## src/hdl/lsfs_pkg.sv

```systemverilog
// Shared constants and types for the load switch fault supervisor.
// Assumes a single 50 MHz system clock and a synchronous active-high reset.
package lsfs_pkg;

  // System clock rate in kHz; kHz keeps the products below two to the thirty-first.
  localparam int unsigned CLK_KHZ = 50000;

  // Interval minima in milliseconds and their cycle counts.
  localparam int unsigned BLANK_MS     = 100;
  localparam int unsigned RETRY_MS     = 1500;
  localparam int unsigned BLANK_CYCLES = BLANK_MS * CLK_KHZ;
  localparam int unsigned RETRY_CYCLES = RETRY_MS * CLK_KHZ;

  // Width of the interval counters; wide enough for the retry interval.
  localparam int unsigned TMR_W = 27;

  // Register map, byte addresses on the Wishbone bus.
  localparam int unsigned ADR_W = 4;
  localparam logic [ADR_W-1:0] ADR_CTRL   = 4'h0;
  localparam logic [ADR_W-1:0] ADR_STATUS = 4'h4;

  // Control register layout and reset value.
  localparam int unsigned CTRL_TRIM_BIT = 0;
  localparam logic [0:0]  CTRL_RESET    = 1'h0;

  // Status register field positions.
  localparam int unsigned ST_STATE_LSB = 0;
  localparam int unsigned ST_GATE_BIT  = 7;
  localparam int unsigned ST_LIMIT_BIT = 8;
  localparam int unsigned ST_SHORT_BIT = 9;
  localparam int unsigned ST_OPEN_BIT  = 10;

  // Supervisor states, one-hot.
  typedef enum logic [6:0] {
    S_IDLE  = 7'h01,
    S_CHECK = 7'h02,
    S_ON    = 7'h04,
    S_BLANK = 7'h08,
    S_RETRY = 7'h10,
    S_STB   = 7'h20,
    S_HOT   = 7'h40
  } lsfs_state_e;

  // Comparator and control inputs of the supervisor.
  typedef struct packed {
    logic overCurrent;
    logic belowFixed;
    logic belowTrim;
    logic supplyShort;
    logic overTemp;
    logic underVolt;
    logic overVolt;
    logic shutdownRequest;
  } lsfs_sense_s;

  // Classic Wishbone request from the master.
  typedef struct packed {
    logic             cyc;
    logic             stb;
    logic             we;
    logic [ADR_W-1:0] adr;
    logic [3:0]       sel;
    logic [31:0]      dat;
  } lsfs_wb_req_s;

  // Interval timer state.
  typedef struct packed {
    logic             running;
    logic [TMR_W-1:0] count;
  } lsfs_timer_s;

endpackage

```

## src/hdl/lsfs_interval_timer.sv

```systemverilog
// One-shot interval timer counting system clock cycles.
// Assumes start is a single-cycle request from the supervisor; clear may stay high for as long as the interval is not wanted.
`timescale 1ns/1ps
module lsfs_interval_timer #(
  parameter int unsigned LOAD = lsfs_pkg::BLANK_CYCLES
) (
  input  wire logic clk_sys,
  input  wire logic rst,
  input  wire logic start,
  input  wire logic clear,
  output logic      expired
);

  // A zero interval or one that overflows the counter cannot be served.
  if (LOAD == 0 || LOAD > (2 ** lsfs_pkg::TMR_W)) begin : g_bad_load
    $error("Interval timer load out of range.");
  end

  localparam logic [lsfs_pkg::TMR_W-1:0] LOAD_M1 = lsfs_pkg::TMR_W'(LOAD - 1);

  lsfs_pkg::lsfs_timer_s tmr_q;
  lsfs_pkg::lsfs_timer_s tmr_d;

  // Expiry lands on the LOAD-th cycle after start, so the interval is never short.
  assign expired = tmr_q.running && (tmr_q.count == '0);

  // Clear wins over start, so an aborted interval always restarts from its full length.
  always_comb begin
    tmr_d = tmr_q;
    if (clear) begin
      tmr_d.running = 1'b0;
      tmr_d.count   = '0;
    end else if (start) begin
      tmr_d.running = 1'b1;
      tmr_d.count   = LOAD_M1;
    end else if (tmr_q.running) begin
      if (tmr_q.count == '0) begin
        tmr_d.running = 1'b0;
      end else begin
        tmr_d.count = tmr_q.count - 1'b1;
      end
    end
  end

  // State register.
  always_ff @(posedge clk_sys) begin
    if (rst) begin
      tmr_q <= '0;
    end else begin
      tmr_q <= tmr_d;
    end
  end

endmodule

```

## src/hdl/lsfs_supervisor.sv

```systemverilog
// Fault supervisor for a high-side load switch: gate control, blanking and retry, flags.
// Assumes comparator inputs are synchronous to clk_sys and the flag pins have pull-ups.
//
// What this block does
// - Open load pulls open_load_n low while the switch stays on.
// - Fixed-threshold variant reports open load from the fixed sense comparator.
// - Open load never removes gate drive; only the listed faults do.
// - Reaching the short threshold starts the blanking timer.
// - During blanking current is limited to twice threshold, no new flag.
// - Overcurrent lasting the whole blanking interval sets short flag and turns off.
// - Overcurrent clearing early resets blanking and keeps the switch on, unflagged.
// - Blanking expiry starts the retry timer at once with the switch held off.
// - Retry expiry turns on again; cycle repeats; short flag stays low throughout.
// - Overcurrent below twice threshold still starts blanking like a full short.
// - Blanking and retry last at least their fixed minima.
// - Before each turn-on output is compared against input for supply short.
// - That check runs on every turn-on, after retry and after thermal off.
// - Failed supply-short check keeps the switch off and pulls both flags low.
// - Over-temperature turns the switch off at once, overriding everything except a shutdown request.
// - After thermal off, turn on only once the hysteretic indication clears.
// - Shutdown request high turns the device fully off.
// - Flag pair encodes normal, short, open load and supply short.
// - Undervoltage indication keeps the switch off.
// - Overvoltage indication turns the switch off at once.
//
// The Wishbone slave port and the address map were chosen for this implementation.
`timescale 1ns/1ps
module lsfs_supervisor #(
  parameter int unsigned BLANK_CYCLES = lsfs_pkg::BLANK_CYCLES,
  parameter int unsigned RETRY_CYCLES = lsfs_pkg::RETRY_CYCLES
) (
  input  wire logic                   clk_sys,
  input  wire logic                   rst,
  input  wire lsfs_pkg::lsfs_sense_s  sense,
  input  wire lsfs_pkg::lsfs_wb_req_s wbReq,
  output logic                        wbAck,
  output logic [31:0]                 wbDatOut,
  output logic                        gateOn,
  output logic                        currentLimit2x,
  output logic                        shortFaultOut,
  output logic                        shortFaultOe,
  output logic                        openLoadOut,
  output logic                        openLoadOe
);

  // Both intervals must be at least one cycle; each timer checks that its own interval fits the counter width.
  if (BLANK_CYCLES == 0 || RETRY_CYCLES == 0) begin : g_bad_cycles
    $error("Interval lengths must be at least one cycle.");
  end

  typedef struct packed {
    lsfs_pkg::lsfs_state_e state;
    logic                  shortLatch;
    logic                  gate;
    logic                  limit;
    logic                  shortOe;
    logic                  openOe;
    logic                  shortOut;
    logic                  openOut;
  } lsfs_sup_s;

  lsfs_sup_s   sup_q;
  lsfs_sup_s   sup_d;
  logic        trimSelect;
  logic        belowThreshold;
  logic        killAll;
  logic        blankStart;
  logic        blankClear;
  logic        blankExpired;
  logic        retryStart;
  logic        retryClear;
  logic        retryExpired;
  logic [31:0] statusWord;

  // Conditions that force the switch off regardless of state.
  assign killAll = sense.shutdownRequest || sense.overTemp || sense.underVolt || sense.overVolt;

  // Software picks the trimmed comparator; reset selects the fixed threshold.
  assign belowThreshold = trimSelect ? sense.belowTrim : sense.belowFixed;

  // Timer control follows state transitions computed below.
  assign blankStart = (sup_d.state == lsfs_pkg::S_BLANK) && (sup_q.state != lsfs_pkg::S_BLANK);
  assign blankClear = (sup_d.state != lsfs_pkg::S_BLANK);
  assign retryStart = (sup_d.state == lsfs_pkg::S_RETRY) && (sup_q.state != lsfs_pkg::S_RETRY);
  assign retryClear = (sup_d.state != lsfs_pkg::S_RETRY);

  // Blanking interval counter.
  lsfs_interval_timer #(
    .LOAD (BLANK_CYCLES)
  ) u_blank (
    .clk_sys (clk_sys),
    .rst     (rst),
    .start   (blankStart),
    .clear   (blankClear),
    .expired (blankExpired)
  );

  // Retry interval counter.
  lsfs_interval_timer #(
    .LOAD (RETRY_CYCLES)
  ) u_retry (
    .clk_sys (clk_sys),
    .rst     (rst),
    .start   (retryStart),
    .clear   (retryClear),
    .expired (retryExpired)
  );

  // Status readback gives software the state, gate, limit and the flag pull-down enables (high when a pin is low).
  always_comb begin
    statusWord = '0;
    statusWord[lsfs_pkg::ST_STATE_LSB +: 7] = sup_q.state;
    statusWord[lsfs_pkg::ST_GATE_BIT]       = sup_q.gate;
    statusWord[lsfs_pkg::ST_LIMIT_BIT]      = sup_q.limit;
    statusWord[lsfs_pkg::ST_SHORT_BIT]      = sup_q.shortOe;
    statusWord[lsfs_pkg::ST_OPEN_BIT]       = sup_q.openOe;
  end

  // Register slave.
  lsfs_wb_regs u_regs (
    .clk_sys    (clk_sys),
    .rst        (rst),
    .wbReq      (wbReq),
    .statusWord (statusWord),
    .wbAck      (wbAck),
    .wbDatOut   (wbDatOut),
    .trimSelect (trimSelect)
  );

  // Next-state logic. Kill conditions are checked first so no state can hold the gate
  // against them; the flag and gate outputs are derived from the next state so that
  // they change in the same cycle as the state itself.
  always_comb begin
    sup_d = sup_q;
    if (sense.shutdownRequest) begin
      sup_d.state      = lsfs_pkg::S_IDLE;
      sup_d.shortLatch = 1'b0;
    end else if (sense.overTemp) begin
      sup_d.state = lsfs_pkg::S_HOT;
    end else if (sense.underVolt || sense.overVolt) begin
      sup_d.state = lsfs_pkg::S_IDLE;
    end else begin
      unique case (sup_q.state)
        lsfs_pkg::S_IDLE: begin
          sup_d.state = lsfs_pkg::S_CHECK;
        end
        lsfs_pkg::S_CHECK: begin
          // Every turn-on passes through here with the gate still off.
          if (sense.supplyShort) begin
            sup_d.state = lsfs_pkg::S_STB;
          end else begin
            sup_d.state = lsfs_pkg::S_ON;
          end
        end
        lsfs_pkg::S_ON: begin
          // One comparator at the short threshold, whether or not the limit is reached.
          if (sense.overCurrent) begin
            sup_d.state = lsfs_pkg::S_BLANK;
          end else begin
            sup_d.shortLatch = 1'b0;
          end
        end
        lsfs_pkg::S_BLANK: begin
          if (!sense.overCurrent) begin
            sup_d.state = lsfs_pkg::S_ON;
          end else if (blankExpired) begin
            sup_d.state      = lsfs_pkg::S_RETRY;
            sup_d.shortLatch = 1'b1;
          end
        end
        lsfs_pkg::S_RETRY: begin
          if (retryExpired) begin
            sup_d.state = lsfs_pkg::S_CHECK;
          end
        end
        lsfs_pkg::S_STB: begin
          // The short is re-checked only once the comparator releases.
          if (!sense.supplyShort) begin
            sup_d.state = lsfs_pkg::S_CHECK;
          end
        end
        lsfs_pkg::S_HOT: begin
          sup_d.state = lsfs_pkg::S_CHECK;
        end
        default: begin
          sup_d.state = lsfs_pkg::S_IDLE;
        end
      endcase
    end
    // Gate drive only in on and blanking; open load cannot take it away.
    sup_d.gate  = (sup_d.state == lsfs_pkg::S_ON) || (sup_d.state == lsfs_pkg::S_BLANK);
    sup_d.limit = (sup_d.state == lsfs_pkg::S_BLANK);
    // Flag encoding: short alone, open alone, both for supply short.
    sup_d.shortOe = sup_d.shortLatch || (sup_d.state == lsfs_pkg::S_STB);
    sup_d.openOe  = (sup_d.state == lsfs_pkg::S_STB) ||
                    ((sup_d.state == lsfs_pkg::S_ON) && belowThreshold && !sup_d.shortLatch);
    sup_d.shortOut = 1'b0;
    sup_d.openOut  = 1'b0;
  end

  // State register; reset holds the switch off with both flags released.
  always_ff @(posedge clk_sys) begin
    if (rst) begin
      sup_q       <= '0;
      sup_q.state <= lsfs_pkg::S_IDLE;
    end else begin
      sup_q <= sup_d;
    end
  end

  assign gateOn         = sup_q.gate;
  assign currentLimit2x = sup_q.limit;
  assign shortFaultOut  = sup_q.shortOut;
  assign shortFaultOe   = sup_q.shortOe;
  assign openLoadOut    = sup_q.openOut;
  assign openLoadOe     = sup_q.openOe;

  // Helper counter of cycles spent in retry, read only by the assertions.
  logic [31:0] retryCnt;
  always_ff @(posedge clk_sys) begin
    if (rst || sup_q.state != lsfs_pkg::S_RETRY) begin
      retryCnt <= '0;
    end else begin
      retryCnt <= retryCnt + 32'h1;
    end
  end

  a_open_keeps_gate: assert property (@(posedge clk_sys) disable iff (rst)
    (sup_q.state == lsfs_pkg::S_ON && !sense.overCurrent && !killAll) |=> gateOn)
    else $error("Open load or idle on state removed the gate.");

  a_open_flag_low: assert property (@(posedge clk_sys) disable iff (rst)
    (sup_q.state == lsfs_pkg::S_ON && !sense.overCurrent && !killAll && belowThreshold && !sup_q.shortLatch)
      |=> (openLoadOe && gateOn))
    else $error("Open load not flagged while on.");

  a_blank_start: assert property (@(posedge clk_sys) disable iff (rst)
    (sup_q.state == lsfs_pkg::S_ON && sense.overCurrent && !killAll && !sup_q.shortLatch)
      |=> (currentLimit2x && gateOn && !shortFaultOe))
    else $error("Blanking did not start cleanly.");

  a_blank_abort: assert property (@(posedge clk_sys) disable iff (rst)
    (sup_q.state == lsfs_pkg::S_BLANK && !sense.overCurrent && !killAll) |=> (sup_q.state == lsfs_pkg::S_ON))
    else $error("Blanking not aborted when overcurrent cleared.");

  a_blank_expire: assert property (@(posedge clk_sys) disable iff (rst)
    (sup_q.state == lsfs_pkg::S_BLANK && blankExpired && sense.overCurrent && !killAll)
      |=> (!gateOn && shortFaultOe && sup_q.state == lsfs_pkg::S_RETRY))
    else $error("Blanking expiry did not turn off and flag.");

  a_retry_length: assert property (@(posedge clk_sys) disable iff (rst)
    (sup_q.state == lsfs_pkg::S_RETRY && sup_d.state == lsfs_pkg::S_CHECK) |-> (retryCnt == RETRY_CYCLES - 1))
    else $error("Retry interval had the wrong length.");

  a_retry_flag: assert property (@(posedge clk_sys) disable iff (rst)
    (sup_q.state == lsfs_pkg::S_RETRY) |-> (shortFaultOe && !openLoadOe && !gateOn))
    else $error("Short flag released or gate on during retry.");

  a_check_first: assert property (@(posedge clk_sys) disable iff (rst)
    $rose(gateOn) |-> ($past(sup_q.state) == lsfs_pkg::S_CHECK))
    else $error("Switch turned on without a supply-short check.");

  a_supply_short: assert property (@(posedge clk_sys) disable iff (rst)
    (sup_q.state == lsfs_pkg::S_CHECK && sense.supplyShort && !killAll) |=> (!gateOn && shortFaultOe && openLoadOe))
    else $error("Supply short not flagged on both pins.");

  a_hot_off: assert property (@(posedge clk_sys) disable iff (rst)
    (sense.overTemp && !sense.shutdownRequest) |=> (!gateOn && sup_q.state == lsfs_pkg::S_HOT))
    else $error("Over-temperature did not turn the switch off.");

  a_shutdown_off: assert property (@(posedge clk_sys) disable iff (rst)
    sense.shutdownRequest |=> (!gateOn && !shortFaultOe && !openLoadOe && !currentLimit2x))
    else $error("Shutdown did not turn the device off.");

  a_volt_lock: assert property (@(posedge clk_sys) disable iff (rst)
    (sense.underVolt || sense.overVolt) |=> !gateOn)
    else $error("Switch on during voltage lockout.");

endmodule

```

## src/hdl/lsfs_wb_regs.sv

```systemverilog
// Wishbone classic slave holding the control register and reading back status.
// Assumes a master that holds its request until it samples ack.
`timescale 1ns/1ps
module lsfs_wb_regs (
  input  wire logic                  clk_sys,
  input  wire logic                  rst,
  input  wire lsfs_pkg::lsfs_wb_req_s wbReq,
  input  wire logic [31:0]           statusWord,
  output logic                       wbAck,
  output logic [31:0]                wbDatOut,
  output logic                       trimSelect
);

  typedef struct packed {
    logic        ack;
    logic [31:0] dat;
    logic [0:0]  ctrl;
  } lsfs_regs_s;

  lsfs_regs_s regs_q;
  lsfs_regs_s regs_d;
  logic       access;

  assign wbAck      = regs_q.ack;
  assign wbDatOut   = regs_q.dat;
  assign trimSelect = regs_q.ctrl[lsfs_pkg::CTRL_TRIM_BIT];

  // Ack one cycle after the strobe and drop it the next; unmapped reads return zero.
  always_comb begin
    regs_d     = regs_q;
    access     = wbReq.cyc && wbReq.stb && !regs_q.ack;
    regs_d.ack = access;
    regs_d.dat = '0;
    if (access && !wbReq.we) begin
      unique case (wbReq.adr)
        lsfs_pkg::ADR_CTRL:   regs_d.dat = {31'h0, regs_q.ctrl};
        lsfs_pkg::ADR_STATUS: regs_d.dat = statusWord;
        default:              regs_d.dat = '0;
      endcase
    end
    if (access && wbReq.we && wbReq.sel[0] && wbReq.adr == lsfs_pkg::ADR_CTRL) begin
      regs_d.ctrl = wbReq.dat[0:0];
    end
  end

  // State register.
  always_ff @(posedge clk_sys) begin
    if (rst) begin
      regs_q      <= '0;
      regs_q.ctrl <= lsfs_pkg::CTRL_RESET;
    end else begin
      regs_q <= regs_d;
    end
  end

endmodule

```

## config.mk

```make
export PLATFORM = sky130hd
export DESIGN_NAME = lsfs_supervisor
export DESIGN_NICKNAME = d
export VERILOG_FILES = /design/src/hdl/lsfs_pkg.sv /design/src/hdl/lsfs_interval_timer.sv /design/src/hdl/lsfs_supervisor.sv /design/src/hdl/lsfs_wb_regs.sv
export SDC_FILE = /design/constraint.sdc
export NUM_CORES = 1
export LEC_CHECK = 0
export BUFFER_PORTS_ARGS = -buffer_cell sky130_fd_sc_hd__buf_2
export CAP_MARGIN = 5
export CORE_AREA = 2 2 102 113
export CTS_CLUSTER_SIZE = 25
export DETAILED_ROUTE_END_ITERATION = 10
export DIE_AREA = 0 0 104 115
export GPL_TIMING_DRIVEN = 0
export PLACE_DENSITY = 0.62
export SLEW_MARGIN = 25
export SYNTH_ARGS = -nofsm -noshare
export SYNTH_HDL_FRONTEND = slang
export SYNTH_HIERARCHICAL = 1
export SYNTH_SLANG_ARGS = --single-unit
```

## constraint.sdc

```tcl
create_clock -name clk_sys -period 6.06 [get_ports clk_sys]
set_input_delay 0.303 -clock clk_sys [delete_from_list [all_inputs] [get_ports clk_sys]]
set_output_delay 0.303 -clock clk_sys [all_outputs]
set_load 0.02 [all_outputs]
```

==> results of run 1 <==
## layout make-up
type                            count  area [um^2]
Sequential cell                   102         2040
Clock inverter                      6         61.3
Tap cell                          147          184
Buffer                             27          170
Inverter                            8         30.0
Fill cell                        1060         5210
Timing Repair Buffer               55          275
Clock buffer                       10          229
Multi-Input combinational cell    385         2610
## report_power, final
| part | switching (mW) | leakage [nW] | internal, mW | total, mW |
|---|---|---|---|---|
| combinational | 0.0159 | 1.30 | 0.0133 | 0.0292 |
| sequential | 0.00127 | 0.822 | 0.671 | 0.672 |
| clock | 0.251 | 0.143 | 0.320 | 0.571 |
## logic make-up after synthesis
logic type	count (synthesis)
buffers and inverters	35
AND/OR/NAND/NOR	228
flip-flops	102
AO/OA/AOI/OAI	103
XOR/XNOR	18
multiplexers	10
other	1
adder cells (fa/ha/maj)	3
## synth_stat cells (3+ instances only)
library cell,n,area [um^2]
o21a_1,14,105
o211ai_1,5,37.5
a21oi_1,16,80.1
nor3b_1,8,60.1
buf_2,7,35.0
nand2b_1,7,43.8
nor2b_1,3,18.8
or2_2,7,43.8
buf_4,5,37.5
and2_2,20,150
o31a_1,24,210
nor3_1,27,135
nand4_1,4,25.0
inv_1,8,30.0
clkbuf_2,3,15.0
and2_1,12,75.1
or4_1,13,97.6
nor2_1,33,124
o21ai_0,7,35.0
clkbuf_1,7,26.3
nor4_1,22,138
and3_1,3,18.8
or2_1,3,18.8
nand2_1,21,78.8
nand3_1,6,30.0
o21ai_1,4,20.0
or3_1,12,75.1
xnor2_1,7,61.3
nor4b_1,5,43.8
xor2_1,11,96.3
a21boi_0,6,45.0
mux2i_1,9,90.1
dfxtp_1,102,2040
buf_6,5,56.3
o31ai_1,6,45.0
ha_1,3,37.5
nand3b_1,3,22.5
## layer usage
layer  up-vias  part of all wire [%]  track usage [%]
met1      1879                    46             21.9
met4         2                   1.5             6.31
met3        14                   3.2             5.56
met5         -                 0.068                0
li1       1994                     -                -
met2        55                    49             30.5
## flip-flops by register name, indices dropped and copies added, names as in the netlist
signal,flops
currentLimit2x,1
gateOn,1
openLoadOe,1
shortFaultOe,1
statusWord,7
sup_q,1
u_blank/tmr_q,28
u_regs/trimSelect,1
u_regs/wbAck,1
u_regs/wbDatOut,32
u_retry/tmr_q,28
## placed cells by master (no fill, tap or decap), types with 5 or more instances in the layout
cell,n
and2_2,20
nand2b_1,7
clkbuf_1,8
o31a_1,24
nor2_1,33
nand2_1,21
nand3_1,6
dfxtp_1,102
a21boi_0,6
nor3_1,27
nor4_1,22
or3_1,12
or2_2,7
buf_2,62
conb_1,23
and2_1,12
xor2_1,11
buf_6,5
o21ai_0,7
a21oi_1,16
xnor2_1,7
o21a_1,14
o31ai_1,6
or4_1,13
nor4b_1,5
nor3b_1,8
mux2i_1,9
inv_1,8
o211ai_1,5
buf_4,5
clkbuf_16,9
## worst paths after layout
path	end	slack, ps
worst min-delay path	sup_q[6]$_SDFF_PP0_	200
worst min register to register	u_regs/wbDatOut[10]$_SDFF_PP0_	470
worst max register to register	u_blank/tmr_q[10]$_SDFFE_PP0P_	2040
worst max-delay path	u_blank/tmr_q[10]$_SDFFE_PP0P_	2040
==> flow_summary_export.csv, run 1 <==
group,metric,value,unit
layout,drive_gt1_share,23.6,%
floorplan,chipWidth,104,um
critical_path,critical_path.top_delay_family,"simple AND/OR/NAND/NOR gates",
critical_path,path_buf_inv,2,
critical_path,critPathSlowestCell,"nor4_1",
layout,num_antenna_cells,0,
timing,worst_slack,2040,ps
critical_path,rr_startpoint,"u_blank/tmr_q[20]$_SDFFE_PP0P_",
timing,min_period_over_period,66.4,%
clock_network,cts-root-buf,"clkbuf_16",
critical_path,worstPathCellList,"nor4_1, and2_0, nand4_1, nor2_1, nor3_1, a21oi_1, nor3_1, nor3b_1, clkbuf_1, or3_1, clkbuf_1, or2_2, mux2i_1",
clock_network,clock-sinks,102,
synthesis,synth_top_family_by_area,"simple AND/OR/NAND/NOR gates",
routing,drt-pass1-iter-count,4,
timing,fin_crit,4020,ps
synthesis,synth-seq-area-share,42.8,%
global_routing,grt_pass1_wl,17.4,mm
power,peakVddDrop,0.221,mV
place,dp.cells,724,
place,place_hpwl,7.41,mm
layout,utilization,51.8,%
timing,setup_violations,0,
timing,hold_violations,0,
floorplan,num_rows,40,
clock_network,holdBufCountCts,0,
power,total_power,1.27,mW
synthesis,ys_ff_latch,102,
critical_path,start_kind,"register",
floorplan,core_area,10800,um^2
clock_network,htreeDepth,3,
routing,route.detailed.drc,0,
critical_path,slowest_delay,510,ps
synthesis,syn_area,4770,um^2
synthesis,avgSynthCellArea,9.54,um^2
timing,max_slew_margin,48.5,%
synthesis,async_flop_share,0,%
floorplan,ios,92,
worst_hold_path,worstHoldStart,"sense[0]",
critical_path,crit_required,6340,ps
timing,fin_skew,6.13,ps
timing,timing.hold.ws,203,ps
critical_path,cp_num_cells,13,
global_routing,grt_pass1_vias,3681,
synthesis,ys_types,72,
global_routing,track_usage,18.0,%
synthesis,synth_xor_area_share,3.31,%
synthesis,synth-compound-area-share,17.1,%
synthesis,ys.flop_type,"dfxtp_1",
floorplan,die_h,115,um
critical_path,end_kind,"register",
status,outcome,"completed",
power,p_per_area,227,nW/um^2
synthesis,synthAdderAreaFrac,0.787,%
synthesis,ys_warn_count,6,
global_routing,grt_max_degree,17,
place,pre_cts_ws,2040,ps
timing,setup_tns,0,ps
critical_path,crit_start,"u_blank/tmr_q[20]$_SDFFE_PP0P_",
power,p_leak,2.26,nW
routing,wl,10.3,mm
clock_network,clkSlewWorstSetupHoldPaths,70,ps
routing,ant_nets,0,
clock_network,cts-resized-gates,0,
critical_path,worstRegToRegCells,13,
critical_path,crit_arrival,4300,ps
critical_path,critPathKind,"reg2reg",
place,place.gp.congestion,0.848,
floorplan,die_area,12000,um^2
synthesis,synth-simple-area-share,29.6,%
timing,rsz0062_at_grt,"no",
layout,final_nets,644,
worst_hold_path,hp-class,"in2reg",
flow_run,drv_cap,0,
routing,wl_per_cell,14.0,um
synthesis,synth_cells,500,
global_routing,grt_remaining_overflow,0,
clock_network,post-cts-setup-buffers,0,
clock_network,cts_buffer_depth,2,
floorplan,initial_core_util,44.1,%
layout,stdcell_count,740,
layout,post-route-cell-area,5600,um^2
clock_network,cts_tree,"done",
timing,tightest_slew,769,ps
timing,max_freq,249,MHz
clock_network,clock_latency,350,ps
routing,drt_iter0_drc,113,
place,placed_area,5310,um^2
routing,via_count,3944,
clock_network,cts_made_buffers,9,
synthesis,synth_edf_count,0,
worst_hold_path,whs_path_depth,2,
timing,drv_slew,0,
routing,routed_via_density,5.33,
layout,syn2layout_area_growth,17.4,%
place,portBuffers,55,
synthesis,muxShareOfSynthArea,2.12,%
global_routing,antenna_found_initial,1,
critical_path,critPathMaxFanout,10,
(Power assumes the default switching activity.)
==> inputs of run 2 (changes only) <==
--- a/config.mk
+++ b/config.mk
@@ -12,7 +12,7 @@
 export DETAILED_ROUTE_END_ITERATION = 10
 export DIE_AREA = 0 0 104 115
 export GPL_TIMING_DRIVEN = 0
-export PLACE_DENSITY = 0.62
+export PLACE_DENSITY = 0.65
 export SLEW_MARGIN = 25
 export SYNTH_ARGS = -nofsm -noshare
 export SYNTH_HDL_FRONTEND = slang
==> constraint.sdc (replaced) <==
create_clock -name clk_sys -period 3.2 [get_ports clk_sys]
set_input_delay 0.16 -clock clk_sys [delete_from_list [all_inputs] [get_ports clk_sys]]
set_output_delay 0.16 -clock clk_sys [all_outputs]
set_load 0.02 [all_outputs]
==> run 2 against run 1 <==
The run now ends with setup timing left. Clock skew increased by 1.3 ps. Critical path depth decreased by 5. Worst setup slack got worse by 2100 ps. Clock-buffer cell count increased by 1. First-iteration DRC count decreased by 6.2%. Flip-flop and latch count unchanged. Register-to-register slack got worse by 2100 ps. Critical endpoint is now u_blank/tmr_q[13]$_SDFFE_PP0P_. Routed wire length increased by 5.5%. Via count increased by 2.4%. Global-route usage increased by 0.23 points. Sequential power increased by 89%. Clock power increased by 80%.
==> flow_summary_export.csv, run 2 (synthesis gave the netlist of run 1 again) <==
group,metric,value,unit
routing,via_count,4040,
critical_path,crit_start,"statusWord[5]$_SDFF_PP0_",
routing,drt-pass1-iter-count,5,
timing,tightest_slew,606,ps
critical_path,worstSetupEndpoint,"u_blank/tmr_q[13]$_SDFFE_PP0P_",
timing,hold_violations,0,
routing,drt_iter0_drc,106,
clock_network,clock-sinks,102,
routing,wl_per_cell,14.5,um
timing,timing.hold.ws,82.3,ps
timing,fin_crit,3220,ps
critical_path,worstRegToRegCells,8,
power,p_leak,2.34,nW
place,place_hpwl,7.75,mm
layout,syn2layout_area_growth,21.6,%
place,portBuffers,55,
clock_network,cts-root-buf,"clkbuf_16",
layout,final_common_cell,"dfxtp_1",
floorplan,num_rows,40,
critical_path,critPathKind,"reg2reg",
critical_path,critPathSlowestCell,"or4b_4",
place,place.gp.congestion,0.838,
critical_path,end_kind,"register",
power,p_clk_share,43.6,%
timing,drv_slew,0,
global_routing,grt_pass1_wl,17.9,mm
power,p_int,1.83,mW
timing,setup_violations,1,
clock_network,clkSlewWorstSetupHoldPaths,70,ps
layout,fill_cells,1010,
timing,rsz0062_at_grt,"yes",
floorplan,die_h,115,um
status,violations,"setup timing",
worst_hold_path,hp-class,"in2reg",
global_routing,antenna_found_initial,0,
global_routing,grt_max_degree,18,
critical_path,crit_arrival,3490,ps
routing,ant_nets,0,
global_routing,track_usage,18.2,%
layout,largest_reg_flops,32,
critical_path,crit_required,3470,ps
flow_run,drv_cap,0,
layout,drive_gt1_share,28.9,%
clock_network,cts_made_buffers,9,
floorplan,die_area,12000,um^2
timing,fin_skew,7.40,ps
layout,final_nets,654,
timing,max_freq,311,MHz
routing,wl,10.9,mm
power,p_sw,0.522,mW
clock_network,holdBufCountCts,0,
layout,num_antenna_cells,0,
power,total_power,2.36,mW
timing,worst_slack,-18.7,ps
floorplan,ios,92,
critical_path,start_kind,"register",
critical_path,cp_num_cells,8,
power,power_frac_comb,2.4,%
place,pre_cts_ws,-756,ps
critical_path,path_buf_inv,1,
global_routing,grt_remaining_overflow,0,
floorplan,chipWidth,104,um
power,peakVddDrop,0.198,mV
routing,routed_via_density,5.39,
layout,final_cell_mix,"99 x dfxtp_1, 62 x buf_2, 30 x nor2_1, 25 x nor3_1, 24 x o31a_1",
critical_path,critical_path.top_delay_family,"simple AND/OR/NAND/NOR gates",
power,swShare,22.1,%
clock_network,cts_tree,"done",
power,p_per_area,406,nW/um^2
critical_path,worstPathCellList,"or3_4, or4b_4, a211o_4, or4_4, or3_4, buf_8, or2_4, mux2i_1",
clock_network,cts_buffer_depth,2,
floorplan,core_area,10800,um^2
clock_network,htreeDepth,3,
power,power.share.sequential,54.0,%
routing,route.detailed.drc,0,
timing,min_period_over_period,101,%
timing,max_slew_margin,59.2,%
floorplan,initial_core_util,44.1,%
critical_path,reg2reg_slack,-20,ps
status,outcome,"finished, violations left",
critical_path,cpMostUsedCell,"or3_4",
critical_path,rr_startpoint,"statusWord[5]$_SDFF_PP0_",
global_routing,grt_pass1_vias,3789,
clock_network,clock_latency,340,ps
critical_path,slowest_delay,580,ps
critical_path,critPathMaxFanout,6,
critical_path,rr_endpoint,"u_blank/tmr_q[13]$_SDFFE_PP0P_",
run 2: cell types whose count changed in the layout (fill, tap and decap cells not counted), moves of 3 or more:
cell	previous run	this run
buf_4	5	19
clkbuf_1	8	3
clkinv_2	3	0
nor2_1	33	30
dfxtp_1	102	99
run 2: routing by layer:
layer,track usage (%),part of all wire (%),routed length [um],up-vias
met4,7.03,1.9,202,0
met2,31.5,49,5310,64
met5,0,0,0,-
li1,-,-,-,2028
met3,3.29,2.9,314,18
met1,22.9,47,5080,1930
run 2: how the worst min path moves through the flow:
| stage | from | end | slack, ps | cells after the start |
|---|---|---|---|---|
| floorplan | rst | u_regs/wbAck$_SDFF_PP0_ | 230 | 1 |
| global placement | sense[0] | sup_q[6]$_SDFF_PP0_ | 420 | 2 |
| detailed placement | sense[3] | statusWord[6]$_SDFF_PP0_ | 430 | 2 |
| CTS | wbReq[0] | u_regs/trimSelect$_SDFFE_PP0P_ | 70 | 3 |
| global route | sense[3] | statusWord[6]$_SDFF_PP0_ | 100 | 2 |
| finish | sense[3] | statusWord[6]$_SDFF_PP0_ | 80 | 2 |
run 2: cell type report:
type,count,area (um^2),share of cell area [%]
inverters,8,30.0,0.518
flip-flops and latches,102,2050,35.3
plain buffers,24,169,2.91
clock inverters,5,43.8,0.755
multi-input cells,385,2720,46.9
repair buffers,68,373,6.43
clock buffers,11,233,4.01
well taps,147,184,3.17
run 2: worst reg2reg max path: cells and delay by family (launching register included):
kind | cells | cell delay, ps
and+or+nand+nor | 5 | 2120
DFF | 1 | 360
buffers and inverters | 1 | 150
AOI/OAI and AO/OA | 1 | 390
muxes | 1 | 130
run 2: stage by stage:
step	setup TNS, ps	instance area (um^2)	utilization [%]	cells
final	-18.7	5800	53.6	750
after global routing	-230	5800	53.6	750
after CTS	0	5720	52.9	746
after detailed placement	-12710	5310	49.1	724
after global placement	-9390	5310	49.1	724
after floorplan	0	4850	-	522
run 2: what timing repair did:
item / CTS / global route
buffers inserted: 8 / 5
gates resized for setup: 22 / 19
setup endpoints to repair: 45 / 42
pin swaps: 2 / 7
run 2: power by group through the flow:
stage	logic, mW	registers (mW)	clock network (mW)
2_1_floorplan	0.0323	1.30	0
3_3_place_gp	0.0533	1.30	0
3_5_place_dp	0.0538	1.30	0
4_1_cts	0.0544	1.27	1.05
5_1_grt	0.0645	1.27	1.09
6_report	0.0572	1.27	1.03
==> inputs of run 3 (changes only) <==
--- a/config.mk
+++ b/config.mk
@@ -12,7 +12,7 @@
 export DETAILED_ROUTE_END_ITERATION = 10
 export DIE_AREA = 0 0 104 115
 export GPL_TIMING_DRIVEN = 0
-export PLACE_DENSITY = 0.65
+export PLACE_DENSITY = 0.72
 export SLEW_MARGIN = 25
 export SYNTH_ARGS = -nofsm -noshare
 export SYNTH_HDL_FRONTEND = slang
==> run 3 against run 2 <==
Core utilization is essentially flat. Largest cell class unchanged. Flip-flop and latch count is the same. The run now ends clean. Critical path type unchanged. Power grew 3.5%. Highest routed layer unchanged. Routed wire length shrank 3.4%. First-iteration DRC count grew 56%. Hold slack lost 5.6 ps. Clock skew grew 4.4 ps. Sequential power is essentially flat. Critical path depth is the same.
==> flow_summary_export.csv, run 3 (synthesis gave the netlist of run 1 again) <==
group,metric,value,unit
flow_run,drv_cap,0,
place,portBuffers,55,
routing,wl,10.5,mm
layout,drive_gt1_share,28.4,%
clock_network,cts_made_buffers,9,
timing,setup_violations,0,
layout,largest_reg_flops,32,
clock_network,cts_tree,"done",
timing,rsz0062_at_grt,"yes",
global_routing,antenna_found_initial,0,
power,peakVddDrop,0.331,mV
timing,max_freq,316,MHz
timing,tightest_slew,771,ps
clock_network,clock_latency,350,ps
global_routing,grt_pass1_vias,3929,
critical_path,critPathSlowestCell,"or4b_4",
worst_hold_path,hp-class,"in2reg",
routing,route.detailed.drc,0,
critical_path,crit_required,3470,ps
critical_path,slowest_delay,510,ps
routing,drt-pass1-iter-count,5,
floorplan,core_area,10800,um^2
routing,drt_iter0_drc,165,
timing,worst_slack,30.6,ps
critical_path,worstPathCellList,"or3_4, or4b_4, a211o_1, or4_4, or3_4, buf_8, or2_2, mux2i_1",
place,place.gp.congestion,0.825,
critical_path,critPathKind,"reg2reg",
routing,routed_via_density,5.36,
clock_network,clock-sinks,102,
floorplan,initial_core_util,44.1,%
clock_network,cts-root-buf,"clkbuf_16",
routing,via_count,4000,
routing,ant_nets,0,
place,place_hpwl,7.33,mm
global_routing,track_usage,18.0,%
worst_hold_path,whs_path_depth,2,
floorplan,die_area,12000,um^2
timing,fin_skew,11.8,ps
timing,fin_crit,3170,ps
clock_network,cts_buffer_depth,2,
power,p_per_area,421,nW/um^2
power,p_leak,2.34,nW
routing,wl_per_cell,14.1,um
layout,final_common_cell,"dfxtp_1",
place,placed_area,5310,um^2
global_routing,grt_remaining_overflow,0,
critical_path,start_kind,"register",
floorplan,num_rows,40,
global_routing,grt_max_degree,18,
critical_path,critPathMaxFanout,7,
status,outcome,"completed",
floorplan,chipWidth,104,um
critical_path,worstRegToRegCells,8,
clock_network,htreeDepth,3,
clock_network,clkSlewWorstSetupHoldPaths,70,ps
floorplan,ios,92,
critical_path,crit_arrival,3440,ps
floorplan,die_h,115,um
critical_path,cpMostUsedCell,"or3_4",
critical_path,critical_path.top_delay_family,"simple AND/OR/NAND/NOR gates",
layout,post-route-cell-area,5800,um^2
layout,syn2layout_area_growth,21.5,%
timing,setup_tns,0,ps
timing,max_slew_margin,48.4,%
critical_path,end_kind,"register",
place,pre_cts_ws,-594,ps
layout,num_antenna_cells,0,
layout,final_nets,650,
critical_path,path_buf_inv,1,
timing,drv_slew,0,
timing,min_period_over_period,99.0,%
critical_path,cp_num_cells,8,
timing,hold_violations,0,
layout,final_cell_mix,"99 x dfxtp_1, 62 x buf_2, 30 x nor2_1, 24 x nor3_1, 24 x o31a_1",
global_routing,grt_pass1_wl,17.8,mm
-- run 3: layout make-up --
cell class,instances,area (um^2)
fill,1009,5010
inverter,8,30.0
sequential,102,2050
timing repair buffer,64,344
clock inverter,6,67.6
clock buffer,10,239
buffer,24,169
tap,147,184
multi-input combinational,385,2710
-- run 3: path summary, 6_finish.rpt --
kind	from	endpoint	slack (ps)
max	statusWord[5]$_SDFF_PP0_	u_blank/tmr_q[13]$_SDFFE_PP0P_	30
min	sense[0]	sup_q[6]$_SDFF_PP0_	80
max reg2reg	statusWord[5]$_SDFF_PP0_	u_blank/tmr_q[13]$_SDFFE_PP0P_	30
min reg2reg	gateOn$_SDFF_PP0_	u_regs/wbDatOut[7]$_SDFF_PP0_	470
-- run 3: repair_timing --
item | CTS | global route
hold buffers | 0 | 0
buffers inserted | 1 | 8
setup endpoints to repair | 41 | 35
resized for setup | 20 | 17
pin swaps | 3 | 7
-- run 3: power by group --
| group | switching [mW] | internal (mW) |
|---|---|---|
| sequential | 0.00228 | 1.27 |
| clock | 0.475 | 0.631 |
| combinational | 0.0322 | 0.0266 |
-- run 3: stage by stage --
stage,utilization (%),hold WS (ps),std cells,total power [mW]
floorplan,-,232,522,1.34
global placement,49.1,420,724,1.36
detailed placement,49.1,437,724,1.36
CTS,52.7,69.7,740,2.47
global route,53.6,86.1,746,2.53
finish,53.6,76.7,746,2.44
-- run 3: metal layers --
metal | vias to the layer above | track usage [%] | routed length (um)
met5 | - | 0 | 0
met4 | 0 | 7.03 | 180
met3 | 16 | 4.20 | 398
met2 | 79 | 32.6 | 5380
met1 | 1892 | 20.8 | 4560
li1 | 2013 | - | -
